## src/design/uart_regs_pkg.sv

```systemverilog
// constants, field layouts and carrier types for the banked serial port register file
// assumes one apb clock domain; the serial datapath sits outside and talks in port_stat_t
package uart_regs_pkg;

  // ----------------------------------------------------------------
  // register indices inside one port window (byte address = 4 * index)
  // ----------------------------------------------------------------
  localparam logic [2:0] IDX_DATA      = 3'h0;
  localparam logic [2:0] IDX_ONE       = 3'h1;
  localparam logic [2:0] IDX_TWO       = 3'h2;
  localparam logic [2:0] IDX_LINE_BANK = 3'h3;
  localparam logic [2:0] IDX_FOUR      = 3'h4;
  localparam logic [2:0] IDX_FIVE      = 3'h5;
  localparam logic [2:0] IDX_SIX       = 3'h6;
  localparam logic [2:0] IDX_SEVEN     = 3'h7;

  // ----------------------------------------------------------------
  // apb map: port one at 0x00, port two at 0x20, interrupt pair at 0x40
  // ----------------------------------------------------------------
  localparam int         ADDR_W        = 8;
  localparam logic [1:0] REGION_PORTS  = 2'h0;
  localparam logic [4:0] REGION_IRQ    = 5'h08;
  localparam int         PORT_SEL_BIT  = 5;
  localparam logic       IRQ_IDX_STAT  = 1'b0;
  localparam logic       IRQ_IDX_MASK  = 1'b1;

  // ----------------------------------------------------------------
  // bank select fields and patterns
  // ----------------------------------------------------------------
  localparam int         BANK_EXT_BIT  = 7;
  localparam int         BANK_HI_BIT   = 6;
  localparam logic [7:0] BANK2_CODE    = 8'hE0;
  localparam logic [7:0] BANK3_CODE    = 8'hE4;
  localparam logic [1:0] BANK_0        = 2'h0;
  localparam logic [1:0] BANK_1        = 2'h1;
  localparam logic [1:0] BANK_2        = 2'h2;
  localparam logic [1:0] BANK_3        = 2'h3;

  // ----------------------------------------------------------------
  // reset values and field positions
  // ----------------------------------------------------------------
  localparam logic [7:0] RESET_BYTE    = 8'h00;
  localparam int         LINK_ERR_BIT  = 7;
  localparam int         IRQ_BITS      = 4;
  localparam logic [3:0] IRQ_RESET     = 4'h0;

  // ----------------------------------------------------------------
  // carriers
  // ----------------------------------------------------------------
  typedef struct packed {
    logic [7:0] interrupt_enable;
    logic [7:0] fifo_control;
    logic [7:0] line_control;
    logic [7:0] modem_mode_control;
    logic [7:0] scratch_aux_status;
    logic [7:0] legacy_divisor_low;
    logic [7:0] legacy_divisor_high;
    logic [7:0] divisor_low;
    logic [7:0] divisor_high;
    logic [7:0] extended_control_one;
    logic [7:0] extended_control_two;
  } port_cfg_t;

  typedef struct packed {
    logic [7:0] receive_data;
    logic [7:0] event_identification;
    logic [7:0] link_status;
    logic [7:0] modem_status;
    logic [7:0] tx_fifo_level;
    logic [7:0] rx_fifo_level;
  } port_stat_t;

  typedef struct packed {
    logic       load_tx;
    logic       pop_rx;
    logic       fifo_write;
    logic [7:0] tx_data;
  } port_strobe_t;

endpackage : uart_regs_pkg

```

## src/design/uart_banked_register_file.sv

```systemverilog
// apb register file of two serial ports, each with four banked register sets
// assumes the serial datapath runs on pclk and feeds status without synchronising
`timescale 1ns/1ps
module uart_banked_register_file #(
  parameter logic [7:0] MODULE_REVISION_ID = 8'h21 // arbitrary value
) (
  // apb clock and reset
  input  wire logic                               pclk,
  input  wire logic                               presetn,
  // apb slave
  input  wire logic                               psel,
  input  wire logic                               penable,
  input  wire logic                               pwrite,
  input  wire logic [uart_regs_pkg::ADDR_W-1:0]   paddr,
  input  wire logic [31:0]                        pwdata,
  output logic      [31:0]                        prdata,
  output logic                                    pready,
  output logic                                    pslverr,
  // datapath status, index 0 is serial_port_one
  input  wire uart_regs_pkg::port_stat_t [1:0]    port_status,
  // datapath control
  output uart_regs_pkg::port_cfg_t       [1:0]    port_config,
  output uart_regs_pkg::port_strobe_t    [1:0]    port_strobe,
  // interrupt
  output logic                                    irq
);

  // ----------------------------------------------------------------
  // state
  // ----------------------------------------------------------------
  typedef struct packed {
    uart_regs_pkg::port_cfg_t    [1:0] cfg;
    uart_regs_pkg::port_strobe_t [1:0] strobe;
    logic [31:0]                       rdata;
    logic                              ready;
    logic                              slverr;
    logic [uart_regs_pkg::IRQ_BITS-1:0] irq_status;
    logic [uart_regs_pkg::IRQ_BITS-1:0] irq_mask;
    logic                              irq;
  } state_t;

  state_t cur;
  state_t next_state;

  logic [1:0] bank [2];
  logic       bank_ok [2];

  // ----------------------------------------------------------------
  // one bank decoder per port
  // ----------------------------------------------------------------
  genvar g;
  generate
    for (g = 0; g < 2; g++) begin : g_port
      uart_bank_decode u_decode (
        .select_byte (cur.cfg[g].line_control),
        .bank        (bank[g]),
        .bank_ok     (bank_ok[g])
      );
    end
  endgenerate

  // ----------------------------------------------------------------
  // address decode, held stable by the master through the transfer
  // ----------------------------------------------------------------
  logic       hit_ports;
  logic       hit_irq;
  logic       port_idx;
  logic [2:0] reg_idx;
  logic       irq_idx;

  always_comb begin
    hit_ports = (paddr[7:6] == uart_regs_pkg::REGION_PORTS);
    hit_irq   = (paddr[7:3] == uart_regs_pkg::REGION_IRQ);
    port_idx  = paddr[uart_regs_pkg::PORT_SEL_BIT];
    reg_idx   = paddr[4:2];
    irq_idx   = paddr[2];
  end

  // ----------------------------------------------------------------
  // read mux for the addressed port and its active bank
  // ----------------------------------------------------------------
  logic [7:0] port_byte;

  always_comb begin
    uart_regs_pkg::port_cfg_t  c;
    uart_regs_pkg::port_stat_t s;
    c         = cur.cfg[port_idx];
    s         = port_status[port_idx];
    port_byte = uart_regs_pkg::RESET_BYTE;
    if (reg_idx == uart_regs_pkg::IDX_LINE_BANK) begin
      port_byte = c.line_control;
    end else if (bank_ok[port_idx]) begin
      case (bank[port_idx])
        uart_regs_pkg::BANK_0: begin
          case (reg_idx)
            uart_regs_pkg::IDX_DATA:  port_byte = s.receive_data;
            uart_regs_pkg::IDX_ONE:   port_byte = c.interrupt_enable;
            uart_regs_pkg::IDX_TWO:   port_byte = s.event_identification;
            uart_regs_pkg::IDX_FOUR:  port_byte = c.modem_mode_control;
            uart_regs_pkg::IDX_FIVE:  port_byte = s.link_status;
            uart_regs_pkg::IDX_SIX:   port_byte = s.modem_status;
            uart_regs_pkg::IDX_SEVEN: port_byte = c.scratch_aux_status;
            default:                  port_byte = uart_regs_pkg::RESET_BYTE;
          endcase
        end
        uart_regs_pkg::BANK_1: begin
          case (reg_idx)
            uart_regs_pkg::IDX_DATA:  port_byte = c.legacy_divisor_low;
            uart_regs_pkg::IDX_ONE:   port_byte = c.legacy_divisor_high;
            default:                  port_byte = uart_regs_pkg::RESET_BYTE;
          endcase
        end
        uart_regs_pkg::BANK_2: begin
          case (reg_idx)
            uart_regs_pkg::IDX_DATA:  port_byte = c.divisor_low;
            uart_regs_pkg::IDX_ONE:   port_byte = c.divisor_high;
            uart_regs_pkg::IDX_TWO:   port_byte = c.extended_control_one;
            uart_regs_pkg::IDX_FOUR:  port_byte = c.extended_control_two;
            uart_regs_pkg::IDX_SIX:   port_byte = s.tx_fifo_level;
            uart_regs_pkg::IDX_SEVEN: port_byte = s.rx_fifo_level;
            default:                  port_byte = uart_regs_pkg::RESET_BYTE;
          endcase
        end
        uart_regs_pkg::BANK_3: begin
          case (reg_idx)
            uart_regs_pkg::IDX_DATA:  port_byte = MODULE_REVISION_ID;
            uart_regs_pkg::IDX_ONE:   port_byte = c.line_control;
            uart_regs_pkg::IDX_TWO:   port_byte = c.fifo_control;
            default:                  port_byte = uart_regs_pkg::RESET_BYTE;
          endcase
        end
        default: port_byte = uart_regs_pkg::RESET_BYTE;
      endcase
    end
  end

  // ----------------------------------------------------------------
  // next state
  // ----------------------------------------------------------------
  always_comb begin
    logic                               setup_hit;
    logic                               done;
    logic                               do_write;
    logic                               do_read;
    logic [7:0]                         wbyte;
    logic [uart_regs_pkg::IRQ_BITS-1:0] events;
    logic [uart_regs_pkg::IRQ_BITS-1:0] clear;
    uart_regs_pkg::port_cfg_t           c;
    setup_hit  = psel && penable && !cur.ready;
    done       = psel && penable && cur.ready;
    do_write   = done && pwrite;
    do_read    = done && !pwrite;
    wbyte      = pwdata[7:0];
    events     = '0;
    clear      = '0;
    c          = cur.cfg[port_idx];
    next_state = cur;

    // strobes last one cycle
    for (int p = 0; p < 2; p++) begin
      next_state.strobe[p].load_tx    = 1'b0;
      next_state.strobe[p].pop_rx     = 1'b0;
      next_state.strobe[p].fifo_write = 1'b0;
    end

    // one wait state: answer prepared in the first access cycle
    next_state.ready  = setup_hit;
    next_state.slverr = setup_hit && !(hit_ports || hit_irq);
    if (setup_hit) begin
      if (pwrite || !(hit_ports || hit_irq)) begin
        next_state.rdata = 32'h0000_0000;
      end else if (hit_irq) begin
        next_state.rdata = 32'h0000_0000;
        next_state.rdata[uart_regs_pkg::IRQ_BITS-1:0] =
          (irq_idx == uart_regs_pkg::IRQ_IDX_STAT) ? cur.irq_status : cur.irq_mask;
      end else begin
        next_state.rdata = {24'h00_0000, port_byte};
      end
    end

    // reading received data pops it from the datapath
    if (do_read && hit_ports && bank_ok[port_idx] && bank[port_idx] == uart_regs_pkg::BANK_0
        && reg_idx == uart_regs_pkg::IDX_DATA
        && cur.cfg[port_idx].line_control[uart_regs_pkg::BANK_EXT_BIT] == 1'b0) begin
      next_state.strobe[port_idx].pop_rx = 1'b1;
    end

    // port register writes take effect at the completing edge only
    if (do_write && hit_ports) begin
      if (reg_idx == uart_regs_pkg::IDX_LINE_BANK) begin
        c.line_control = wbyte;
      end else if (bank_ok[port_idx]) begin
        case (bank[port_idx])
          uart_regs_pkg::BANK_0: begin
            case (reg_idx)
              uart_regs_pkg::IDX_DATA: begin
                next_state.strobe[port_idx].load_tx = 1'b1;
                next_state.strobe[port_idx].tx_data = wbyte;
                events[{port_idx, 1'b0}] = 1'b1;
              end
              uart_regs_pkg::IDX_ONE: c.interrupt_enable = wbyte;
              uart_regs_pkg::IDX_TWO: begin
                c.fifo_control = wbyte;
                next_state.strobe[port_idx].fifo_write = 1'b1;
              end
              uart_regs_pkg::IDX_FOUR:  c.modem_mode_control = wbyte;
              uart_regs_pkg::IDX_SEVEN: c.scratch_aux_status = wbyte;
              default: c = cur.cfg[port_idx];
            endcase
          end
          uart_regs_pkg::BANK_1: begin
            case (reg_idx)
              uart_regs_pkg::IDX_DATA: c.legacy_divisor_low  = wbyte;
              uart_regs_pkg::IDX_ONE:  c.legacy_divisor_high = wbyte;
              default: c = cur.cfg[port_idx];
            endcase
          end
          uart_regs_pkg::BANK_2: begin
            case (reg_idx)
              uart_regs_pkg::IDX_DATA: c.divisor_low          = wbyte;
              uart_regs_pkg::IDX_ONE:  c.divisor_high         = wbyte;
              uart_regs_pkg::IDX_TWO:  c.extended_control_one = wbyte;
              uart_regs_pkg::IDX_FOUR: c.extended_control_two = wbyte;
              // fifo levels are live datapath counts; a write cannot move them
              default: c = cur.cfg[port_idx];
            endcase
          end
          default: c = cur.cfg[port_idx];
        endcase
      end
      next_state.cfg[port_idx] = c;
    end

    // interrupt pair
    if (do_write && hit_irq) begin
      if (irq_idx == uart_regs_pkg::IRQ_IDX_STAT) begin
        clear = pwdata[uart_regs_pkg::IRQ_BITS-1:0];
      end else begin
        next_state.irq_mask = pwdata[uart_regs_pkg::IRQ_BITS-1:0];
      end
    end
    for (int p = 0; p < 2; p++) begin
      if (port_status[p].link_status[uart_regs_pkg::LINK_ERR_BIT]) begin
        events[2*p+1] = 1'b1;
      end
    end
    // a new event beats a clear in the same cycle
    next_state.irq_status = (cur.irq_status & ~clear) | events;
    next_state.irq        = |(next_state.irq_status & next_state.irq_mask);
  end

  // ----------------------------------------------------------------
  // registers
  // ----------------------------------------------------------------
  always_ff @(posedge pclk or negedge presetn) begin
    if (!presetn) begin
      for (int p = 0; p < 2; p++) begin
        cur.cfg[p]    <= '0;
        cur.strobe[p] <= '0;
      end
      cur.rdata      <= 32'h0000_0000;
      cur.ready      <= 1'b0;
      cur.slverr     <= 1'b0;
      cur.irq_status <= uart_regs_pkg::IRQ_RESET;
      cur.irq_mask   <= uart_regs_pkg::IRQ_RESET;
      cur.irq        <= 1'b0;
    end else begin
      cur <= next_state;
    end
  end

  // ----------------------------------------------------------------
  // outputs straight from state
  // ----------------------------------------------------------------
  assign prdata      = cur.rdata;
  assign pready      = cur.ready;
  assign pslverr     = cur.slverr;
  assign port_config = cur.cfg;
  assign port_strobe = cur.strobe;
  assign irq         = cur.irq;

endmodule : uart_banked_register_file

```

## src/design/uart_bank_decode.sv

```systemverilog
// bank decoder for one serial port's line control / bank select byte
// assumes the byte comes straight from a register on the same clock
`timescale 1ns/1ps
module uart_bank_decode (
  // select byte
  input  wire logic [7:0] select_byte,
  // decoded bank
  output logic      [1:0] bank,
  output logic            bank_ok
);

  always_comb begin
    bank    = uart_regs_pkg::BANK_0;
    bank_ok = 1'b1;
    if (!select_byte[uart_regs_pkg::BANK_EXT_BIT]) begin
      bank = uart_regs_pkg::BANK_0;
    end else if (!select_byte[uart_regs_pkg::BANK_HI_BIT] || (|select_byte[1:0])) begin
      bank = uart_regs_pkg::BANK_1;
    end else if (select_byte == uart_regs_pkg::BANK2_CODE) begin
      bank = uart_regs_pkg::BANK_2;
    end else if (select_byte == uart_regs_pkg::BANK3_CODE) begin
      bank = uart_regs_pkg::BANK_3;
    end else begin
      // undefined pattern: only the select register itself stays live
      bank_ok = 1'b0;
    end
  end

endmodule : uart_bank_decode

```

## config.mk

```make
export PLATFORM = sky130hd
export DESIGN_NAME = uart_banked_register_file
export DESIGN_NICKNAME = d
export VERILOG_FILES = /design/src/design/uart_regs_pkg.sv /design/src/design/uart_banked_register_file.sv /design/src/design/uart_bank_decode.sv
export SDC_FILE = /design/constraint.sdc
export NUM_CORES = 1
export LEC_CHECK = 0
export ABC_AREA = 1
export BUFFER_PORTS_ARGS = -buffer_cell sky130_fd_sc_hd__buf_2
export CAP_MARGIN = 5
export CORE_ASPECT_RATIO = 1.2
export CORE_UTILIZATION = 45
export DETAILED_ROUTE_END_ITERATION = 7
export HOLD_SLACK_MARGIN = 0.05
export PLACE_DENSITY = 0.77
export SKIP_LAST_GASP = 1
export SLEW_MARGIN = 25
export SYNTH_ARGS = -nofsm -noshare
export SYNTH_HDL_FRONTEND = slang
export SYNTH_SLANG_ARGS = --single-unit
```

## constraint.sdc

```tcl
create_clock -name pclk -period 2.7 [get_ports pclk]
set_input_delay 0.54 -clock pclk [delete_from_list [all_inputs] [get_ports pclk]]
set_output_delay 0.54 -clock pclk [all_outputs]
set_load 0.005 [all_outputs]
```

* Word level (Yosys, flattened, before mapping)
Index checks and enable logic that the tools add are counted.
Storage, ports and cells: logic and storage cells 180, register bits after elaboration 241, output and inout bits 233
Cells by class: $lt $le $gt $ge 5, eq/ne operators 15, reduce and logical (&&, ||, !) cells 30, bitwise operators 6, multiplexer cells 88
Operator list (number):
- $mux W88 | 4
- $pmux W88 S3 | 1
- $bwmux W176 | 1
- $mux W8 | 17
- $mux W64 | 2
- $mux W22 | 5
- $mux W48 | 2
- $bwmux W22 | 4
- $demux W88 S1 | 1
- $pmux W8 S7 | 1
- $pmux W8 S6 | 1
- $demux W11 S1 | 4
- $pmux W22 S2 | 1
- $eq A8 B8 Y1 const B | 4
- $mux W16 | 2
- $pmux W8 S4 | 1
- $pmux W8 S3 | 1
- $mux W2 | 11
- $mux W4 | 5
- $pmux W8 S2 | 1
- $logic_and A1 B1 Y1 | 15
- $mux W3 | 5
- $mux W1 | 14
- $eq A3 B3 Y1 const B | 4
- other kinds (25) | 37

* Longest topological paths before layout
Gate-level depths: netlist of the first run.
depth in word-level cells 20, depth in mapped cells 15

* Cells and area by module
From an unflattened synthesis of the first run, not the netlist that was laid out.
Unflattened totals: cells, all modules 2165, area, all modules 14599.0 um^2
By module, submodules not included:
- uart_banked_register_file | area each 14446.4 um^2, instances 1, cells an instance 2133, sequential area each 5430.2 um^2
- uart_bank_decode | area each 76.3 um^2, instances 2, cells an instance 16, sequential area each 0.0 um^2

* Worst setup path before layout of the first run
OpenSTA, ideal clock, no wires.
path type in2reg, start point input port paddr[5] (netlist name), end point register cur, in the netlist port_config[121], buffers on the path 3, stages 13, setup time 0.137 ns, required time 2.563 ns, path slack 0.802 ns, arrival 1.761 ns, cell sequence buf_6 nor2_1 nand3_1 nor2_1 nor2_4 buf_6 nand2_8 inv_2 nand2_2 buf_6 nand2_1 o21ai_2 o21ai_2
On the way: cells in the longest elaborated chain, start to end 10, elaborated cells on any way between the ends 23
Ends and longest elaborated chain:
- from (decl) | line uart_banked_register_file.sv:14 | input wire logic [uart_regs_pkg::ADDR_W-1:0] paddr,
- $not A1 Y2 (implied by the code) | line uart_banked_register_file.sv:192, uart_banked_register_file.sv:193
- $mux W2 (implied by the code) (3 in a row) | line uart_banked_register_file.sv:193 | case (bank[port_idx])
- $eq A2 B2 Y1 (tied with other cells) | line uart_banked_register_file.sv:193
- $pmux W88 S3 | line uart_banked_register_file.sv:193
- $mux W88 | line uart_banked_register_file.sv:192 | end else if (bank_ok[port_idx]) begin
- $mux W64 | line uart_banked_register_file.sv:190 | if (reg_idx == uart_regs_pkg::IDX_LINE_BANK) begin
- $mux W64 | line uart_banked_register_file.sv:189 | if (do_write && hit_ports) begin
- $bwmux W176 (*) | line uart_banked_register_file.sv:231 | next_state.cfg[port_idx] = c;
- to (signal assigned) | line uart_banked_register_file.sv:268 | cur <= next_state;
- to (decl) | line uart_banked_register_file.sv:42 | state_t cur;
Every way passes the cells marked *; elsewhere a longest branch is shown, timed or not. The select of a mux whose other input is x is not followed. A chain may end at the register's enable or synchronous reset.

* Final worst setup path of the first run
start point register cur, in the netlist port_config[68], end point register cur, in the netlist port_config[113]
On the way: cells in the longest elaborated chain, start to end 14, elaborated cells on any way between the ends 24
Ends and longest elaborated chain:
- $eq A8 B8 Y1 | line uart_bank_decode.sv:21 | end else if (select_byte == uart_regs_pkg::BANK3_CODE) begin
- $mux W2 | line uart_bank_decode.sv:21
- $mux W2 | line uart_bank_decode.sv:19 | end else if (select_byte == uart_regs_pkg::BANK2_CODE) begin
- $mux W2 | line uart_bank_decode.sv:17 | end else if (!select_byte[uart_regs_pkg::BANK_HI_BIT] || (|select_byte[1:0])) begin
- $mux W2 | line uart_bank_decode.sv:15 | if (!select_byte[uart_regs_pkg::BANK_EXT_BIT]) begin
- $mux W2 (implied by the code) (3 in a row) | line uart_banked_register_file.sv:193
- $eq A2 B2 Y1 (tied with other cells) | line uart_banked_register_file.sv:193
- $pmux W88 S3 | line uart_banked_register_file.sv:193
- $mux W88 (*) | line uart_banked_register_file.sv:192
- $mux W64 (*) | line uart_banked_register_file.sv:190
- $mux W64 (*) | line uart_banked_register_file.sv:189
- $bwmux W176 (*) | line uart_banked_register_file.sv:231
Marked as above.

==> metrics.md, run 1 <==
| Metric | Value |
|---|---|
| # DRC | 0 |
| Slew HR | 0.443 |
| Final Power | 8.47 mW |
| Initial DRT Pass Iterations | 6 |
| Synth warn | 0 |
| Synth Cell Area | 0.0141 mm^2 |
| Routability cong. | 0.989 |
| Clk sink count | 217 |
| Clock buffer count from CTS | 24 |
| Rows | 70 |
| Maximum clock frequency | 401 MHz |
| Max-slew violations | 0 |
| Pwr/cell area | 546 mW/mm^2 |
| Most Frequent Cell on Critical Path | nand2_1 |
| Starting Density | 0.461 |
| Top-area cell type share of the netlist area | 0.384 |
| Worst setup margin | ~200 ps |
| RSZ-0062 raised after global routing | no |
| Setup Fix Bufs, Post-CTS | 0 |
| Count of state elements after synthesis | 217 |
| FF-to-FF Start | port_config[68]$_DFFE_PN0P_ |
| Longest Clk Path Bufs | 3 |
| Critical Path RT | 3140 ps |
| Root Buffer | clkbuf_16 |
| Final period util | 0.925 |
| Register area share after synthesis | 0.384 |
| Type of the worst setup path | flop to flop |
| Slew @ Worst Pin | 835 ps |
| Worst reg-to-reg setup slack | 200 ps |
| VDD IR max | ~0.44 mV |
| Clock skew after layout | 22.3 ps |
| Die Span Y | 196 um |
| Final TNS setup | 0 ps |
| Critical path arrival | 2940 ps |
| Synth Area per Inst | 7.08 um^2 |
| Die X | 164 um |
| CP startpoint | port_config[68]$_DFFE_PN0P_ |
| Hold Path Class | primary input to flop |
| CP Capture Type | flop |
| Layout cells sized above 1 | 0.234 |
| Iteration-0 DRC Markers | around 1300 |
| Post-layout util | 0.506 |
| Fin. Hold Viols | 0 |
| Global-route wire length before repair | 74.7 mm |
| Hold Startpoint | port_status[31] |
| Global route total overflow | 0 |
| Tmin final | 2500 ps |
| Via count | 13498 |
| IO Port Bufs | 323 |
| Wire length per cell | 20.0 um |
| Clock Latency Late Sink | about 540 ps |
| Static leakage power | 8.37 nW |
| Synth Flop Type | dfrtp_1 |
| Global routing usage on met2 | 0.508 |
| CP Launch Type | flop |
| Most frequent cell after synthesis | nand2_1 |
| # Max-Cap Violations | 0 |
| Synth unique cells | 43 |
| Routed Antenna Nets | 0 |
| Synth area leader | dfrtp_1 |
| Detail Placement HPWL | between 30 and 40 mm |
| EDFF count, synth | 0 |
| # setup viols final | 0 |
| Clock transition at path regs | 60 ps |
| Vias in the first global route | 12701 |
| Layout area overhead | 9.74% |
| Critical path's slowest cell | o21ai_0 |
| Ports | around 370 |
| CP cell instances | nor2_1 > nand2_1 > nor2_1 > nor2_4 > nor2_4 > nand2_1 > o21ai_0 > nand2_1 > o21ai_0 |
| Vias/cell | about 5.4 |
| GR Layer Usage met1 | 0.390 |
| Synth top area cells | dfrtp_1, nand2_1, buf_4 |
| Detailed Route WL | a little over 50 mm |
| Final nets | 2229 |
| Layout fillers | 3041 |
| CTS tree | yes |
| Largest net degree at the start of global routing | 76 |
| Status | complete, no violations |
| Placeable core area | ~0.03 mm^2 |
| Ys async rst share | 1.00 |
| Setup WS pre-CTS | roughly 27 ps |
| Critical path peak fanout | 14 |
| Post-Syn Instances | 1995 |
| Max incr delay on CP | approximately 430 ps |
| Most Crowded Layer GR | met2 |
| Initial antenna violation count | 2 |
| GRT met3 Usage | 0.0474 |
| Top post-synthesis cells by count | nand2_1, buf_4, dfrtp_1 |
| Gr usage total | 0.310 |
| Total Die Area | 0.0321 mm^2 |
| H-tree depth | 1 |
[kinds of logic (layout without fill, tap and decap cells)]
logic type      after synthesis  count (layout)  share of synthesized area
mux                           7               7                    0.00496
simple gates                956             956                      0.277
buf+inv                     444             532                      0.188
other cells                   1              29                   0.000265
flops                       217             217                      0.384
compound gates              370             370                      0.145
[metrics by stage]
stage,area (um^2),hold slack (ps),cells
4_1_cts,15500,243,2502
2_1_floorplan,14200,244,2018
6_report,15500,242,2507
3_5_place_dp,14600,463,2457
3_3_place_gp,14600,461,2457
5_1_grt,15500,250,2504
[cell usage in the layout, fill, tap and decap left out, types with 2 or more instances in the layout]
| cell type | netlist | final |
|---|---|---|
| a21oi_1 | 27 | 27 |
| nand2_1 | 763 | 763 |
| clkbuf_1 | 35 | 4 |
| o31ai_2 | 2 | 2 |
| o21a_1 | 11 | 11 |
| clkinv_2 | 0 | 3 |
| mux2i_1 | 7 | 7 |
| conb_1 | 1 | 24 |
| inv_2 | 10 | 9 |
| o211ai_1 | 3 | 3 |
| nand3_2 | 3 | 3 |
| diode_2 | 0 | 5 |
| o21ai_0 | 208 | 208 |
| clkbuf_8 | 0 | 10 |
| o21ai_2 | 22 | 22 |
| nor2_4 | 10 | 10 |
| dfrtp_1 | 217 | 217 |
| o21ai_1 | 67 | 67 |
| nor2_1 | 91 | 91 |
| nor3_1 | 12 | 12 |
| inv_4 | 2 | 2 |
| nand3_1 | 34 | 34 |
| buf_4 | 239 | 33 |
| o22ai_1 | 17 | 17 |
| buf_12 | 0 | 11 |
| a22oi_1 | 8 | 8 |
| nand2_2 | 10 | 10 |
| or2_2 | 13 | 13 |
| inv_1 | 107 | 107 |
| nand4_1 | 8 | 8 |
| buf_2 | 41 | 321 |
| a31oi_1 | 2 | 2 |
| nor2_2 | 4 | 4 |
| bufinv_16 | 0 | 3 |
| clkbuf_16 | 0 | 25 |
[repair_timing]
action,CTS,global route
resized for setup,0,0
endpoints found under the hold margin,57,0
hold buffers,1,0
[path summary, 6_finish.rpt]
check                           depth (start not counted)                           end
worst min-delay path                                    2              cur[6]$_DFF_PN0_
worst min register to register                          2         prdata[1]$_DFFE_PN0P_
min in group asynchronous                               2    port_strobe[2]$_DFFE_PN0P_
worst max register to register                          9  port_config[113]$_DFFE_PN0P_
worst max-delay path                                    9  port_config[113]$_DFFE_PN0P_
max in group asynchronous                               3  port_config[135]$_DFFE_PN0P_
[flip-flops by register name (all words and copies together) (netlist names)]
signal       flops
port_config    176
pready           1
port_strobe     22
prdata           8
irq              1
cur              8
pslverr          1
[area by class of cell]
class | instances | area [um^2] | share of cell area
diodes | 5 | 12.5 | 0.000807
clock buffers | 38 | 764 | 0.0493
clock inverters | 6 | 108 | 0.00694
inverters | 120 | 457 | 0.0295
multi-input cells | 1357 | 6120 | 0.395
flip-flops and latches | 217 | 5430 | 0.350
well taps | 396 | 495 | 0.0320
repair buffers | 368 | 2110 | 0.136
[per-layer routing]
metal | vias up | part of all wire
li1 | 6271 | -
met4 | 0 | 0.059
met5 | - | 0
met1 | 6320 | 0.38
met3 | 156 | 0.089
met2 | 751 | 0.47
[where the power goes]
| part | internal [mW] | switching, mW |
|---|---|---|
| registers | 3.40 | 0.117 |
| clock network | 2.22 | 1.38 |
| logic | 0.453 | 0.896 |
[critical path, delay by kind of cell (launching register included)]
family             cells  cell delay, ps
and+or+nand+nor        7            1460
AOI/OAI and AO/OA      2             530
DFF                    1             400
Power figures use the tool's default switching activity.
==> run 2, diff against run 1 <==
- CTS_BUF_LIST: not set -> sky130_fd_sc_hd__clkbuf_4
- clock period: 2.7 -> 2.3 ns (I/O delays scaled with it)
==> metrics.md, run 2 (same netlist as run 1, synthesis figures left out) <==
| Metric | Value |
|---|---|
| Slew HR | 0.573 (was 0.443) |
| Pint | 6.25 mW (was 6.08 mW) |
| Die X | 164 um (unchanged) |
| Via count | 13862 (was 13498) |
| Die Span Y | 196 um (unchanged) |
| Vias in the first global route | 13083 (was 12701) |
| Clock skew after layout | 47.2 ps (was 22.3 ps) |
| Routed Antenna Nets | 0 (unchanged) |
| Status | complete, no violations (unchanged) |
| Tmin final | 2160 ps (was 2500 ps) |
| Clk sink count | 217 (unchanged) |
| Wire length per cell | 19.4 um (was 20.0 um) |
| Placed cell areas | 0.0150 mm^2 (was 0.0146 mm^2) |
| Layout fillers | 3064 (was 3041) |
| Hold WS | 187 ps (was 242 ps) |
| Final period util | 0.941 (was 0.925) |
| Static leakage power | 8.63 nW (was 8.37 nW) |
| Detailed Route WL | 50.6 mm (was 50.3 mm) |
| Pwr/cell area | 576 mW/mm^2 (was 546 mW/mm^2) |
| Vias/cell | 5.32 (was 5.38) |
| Initial antenna violation count | 3 (was 2) |
| CP Launch Type | flop (unchanged) |
| Clock buffer count from CTS | 55 (was 24) |
| Clock Latency Late Sink | 740 ps (was 540 ps) |
| Layout Cells excl Fill | 2608 (was 2507) |
| Most frequent cells in the layout | nand2_1, buf_2, dfrtp_1 (unchanged) |
| CTS tree | yes (unchanged) |
| Commonest non-fill, non-tap cell in the layout | nand2_1 (unchanged) |
| Iteration-0 DRC Markers | 1377 (was 1317) |
| Total Die Area | 0.0321 mm^2 (unchanged) |
| Rows | 70 (unchanged) |
| Root Buffer | clkbuf_4 (was clkbuf_16) |
| Hold Path Class | primary input to asynchronous set/reset pin (was primary input to flop) |
| Final nets | 2315 (was 2229) |
| IO Port Bufs | 323 (unchanged) |
| Placeable core area | 0.0307 mm^2 (unchanged) |
| Starting Density | 0.461 (unchanged) |
| Worst reg-to-reg setup slack | 140 ps (was 200 ps) |
| Critical path peak fanout | 9 (was 14) |
| Max reg flops | 176 (unchanged) |
| Worst setup margin | 136 ps (was 203 ps) |
| Combinational share of power | 0.182 (was 0.159) |
| Layout cells sized above 1 | 0.264 (was 0.234) |
| # DRC | 0 (unchanged) |
| Global route total overflow | 0 (unchanged) |
| # setup viols final | 0 (unchanged) |
| Final TNS setup | 0 ps (unchanged) |
| Clk pwr share | 0.363 (was 0.425) |
| # Max-Cap Violations | 0 (unchanged) |
| Longest Clk Path Bufs | 3 (unchanged) |
| Max-slew violations | 0 (unchanged) |
| Global-route wire length before repair | 75.7 mm (was 74.7 mm) |
| Slew @ Worst Pin | 639 ps (was 835 ps) |
| Routability cong. | 0.968 (was 0.989) |
| Largest net degree at the start of global routing | 96 (was 76) |
| Clock transition at path regs | 70 ps (was 60 ps) |
| Ports | 374 (unchanged) |
| Fin. Hold Viols | 0 (unchanged) |
| Maximum clock frequency | 462 MHz (was 401 MHz) |
| Setup WS pre-CTS | 11.2 ps (was 27.1 ps) |
| Finished Cell Area | 0.0158 mm^2 (was 0.0155 mm^2) |
| Placed Cells | 2502 (was 2457) |
| VDD IR max | 0.348 mV (was 0.436 mV) |
| Layout area overhead | 11.7% (was 9.74%) |
| Type of the worst setup path | flop to flop (unchanged) |
| Switch share | 0.312 (was 0.283) |
| H-tree depth | 2 (was 1) |
| Net switching power | 2.83 mW (was 2.39 mW) |
| Detail Placement HPWL | 38.2 mm (was 37.5 mm) |
| Reg power frac | 0.454 (was 0.416) |
| Initial DRT Pass Iterations | 7 (was 6) |
| Gr usage total | 0.315 (was 0.310) |
| Critical Path RT | 2890 ps (was 3140 ps) |
| Critical path arrival | 2750 ps (was 2940 ps) |
| CP Capture Type | flop (unchanged) |
run 2: layout make-up:
type | instances | area, um^2 | share of cell area
Inverter | 120 | 457 | 0.0289
Timing Repair Buffer | 423 | 2600 | 0.165
Clock buffer | 79 | 593 | 0.0376
Sequential cell | 217 | 5430 | 0.344
Multi-Input combinational cell | 1357 | 6130 | 0.388
Tap cell | 396 | 495 | 0.0314
Antenna cell | 3 | 7.51 | 0.000476
Clock inverter | 13 | 75.1 | 0.00476
run 2: critical path, cell delays in order (launching register included):
cell and delay, ps:
dfrtp_1 410, nor2_1 180, nand2_1 130, nor2_1 210, nor2_4 70, nor2_4 270
nand2_1 170, buf_4 220, o21ai_0 230, o21ai_0 150
run 2: path summary, 6_finish.rpt:
| path | from | depth (start not counted) | to |
|---|---|---|---|
| min | presetn | 2 | port_config[9]$_DFFE_PN0P_ |
| min reg2reg | prdata[2]$_DFFE_PN0P_ | 2 | prdata[2]$_DFFE_PN0P_ |
| max in group asynchronous | presetn | 3 | port_config[145]$_DFFE_PN0P_ |
| min in group pclk | pwdata[1] | 3 | port_config[9]$_DFFE_PN0P_ |
| max | port_config[68]$_DFFE_PN0P_ | 9 | port_config[94]$_DFFE_PN0P_ |
| max reg2reg | port_config[68]$_DFFE_PN0P_ | 9 | port_config[94]$_DFFE_PN0P_ |
run 2: repair_timing:
action                                 in CTS  in global routing
hold buffers                                6                  0
setup endpoints to repair                   0                 31
endpoints found under the hold margin     226                  0
setup buffers                               0                  5
resized for setup                           0                  2
run 2: power groups by stage:
stage	registers [mW]	logic, mW	clock network, mW
floorplan	4.16	1.07	0
global placement	4.19	1.60	0
detailed placement	4.20	1.62	0
CTS	4.13	1.64	3.36
global route	4.15	1.81	3.57
finish	4.13	1.66	3.30
run 2: metal layers:
metal  routed length [um]  track usage  vias up
li1                     -            -     6467
met1                19700        0.393     6493
met2                23600        0.508      735
met3                 4280       0.0590      167
met4                 3060        0.182        0
met5                    0            0        -
run 2: through the flow:
stage / total power [mW] / util
CTS: 9.12 / 0.513
global route: 9.52 / 0.515
global placement: 5.79 / 0.490
finish: 9.08 / 0.515
detailed placement: 5.82 / 0.490
floorplan: 5.23 / -
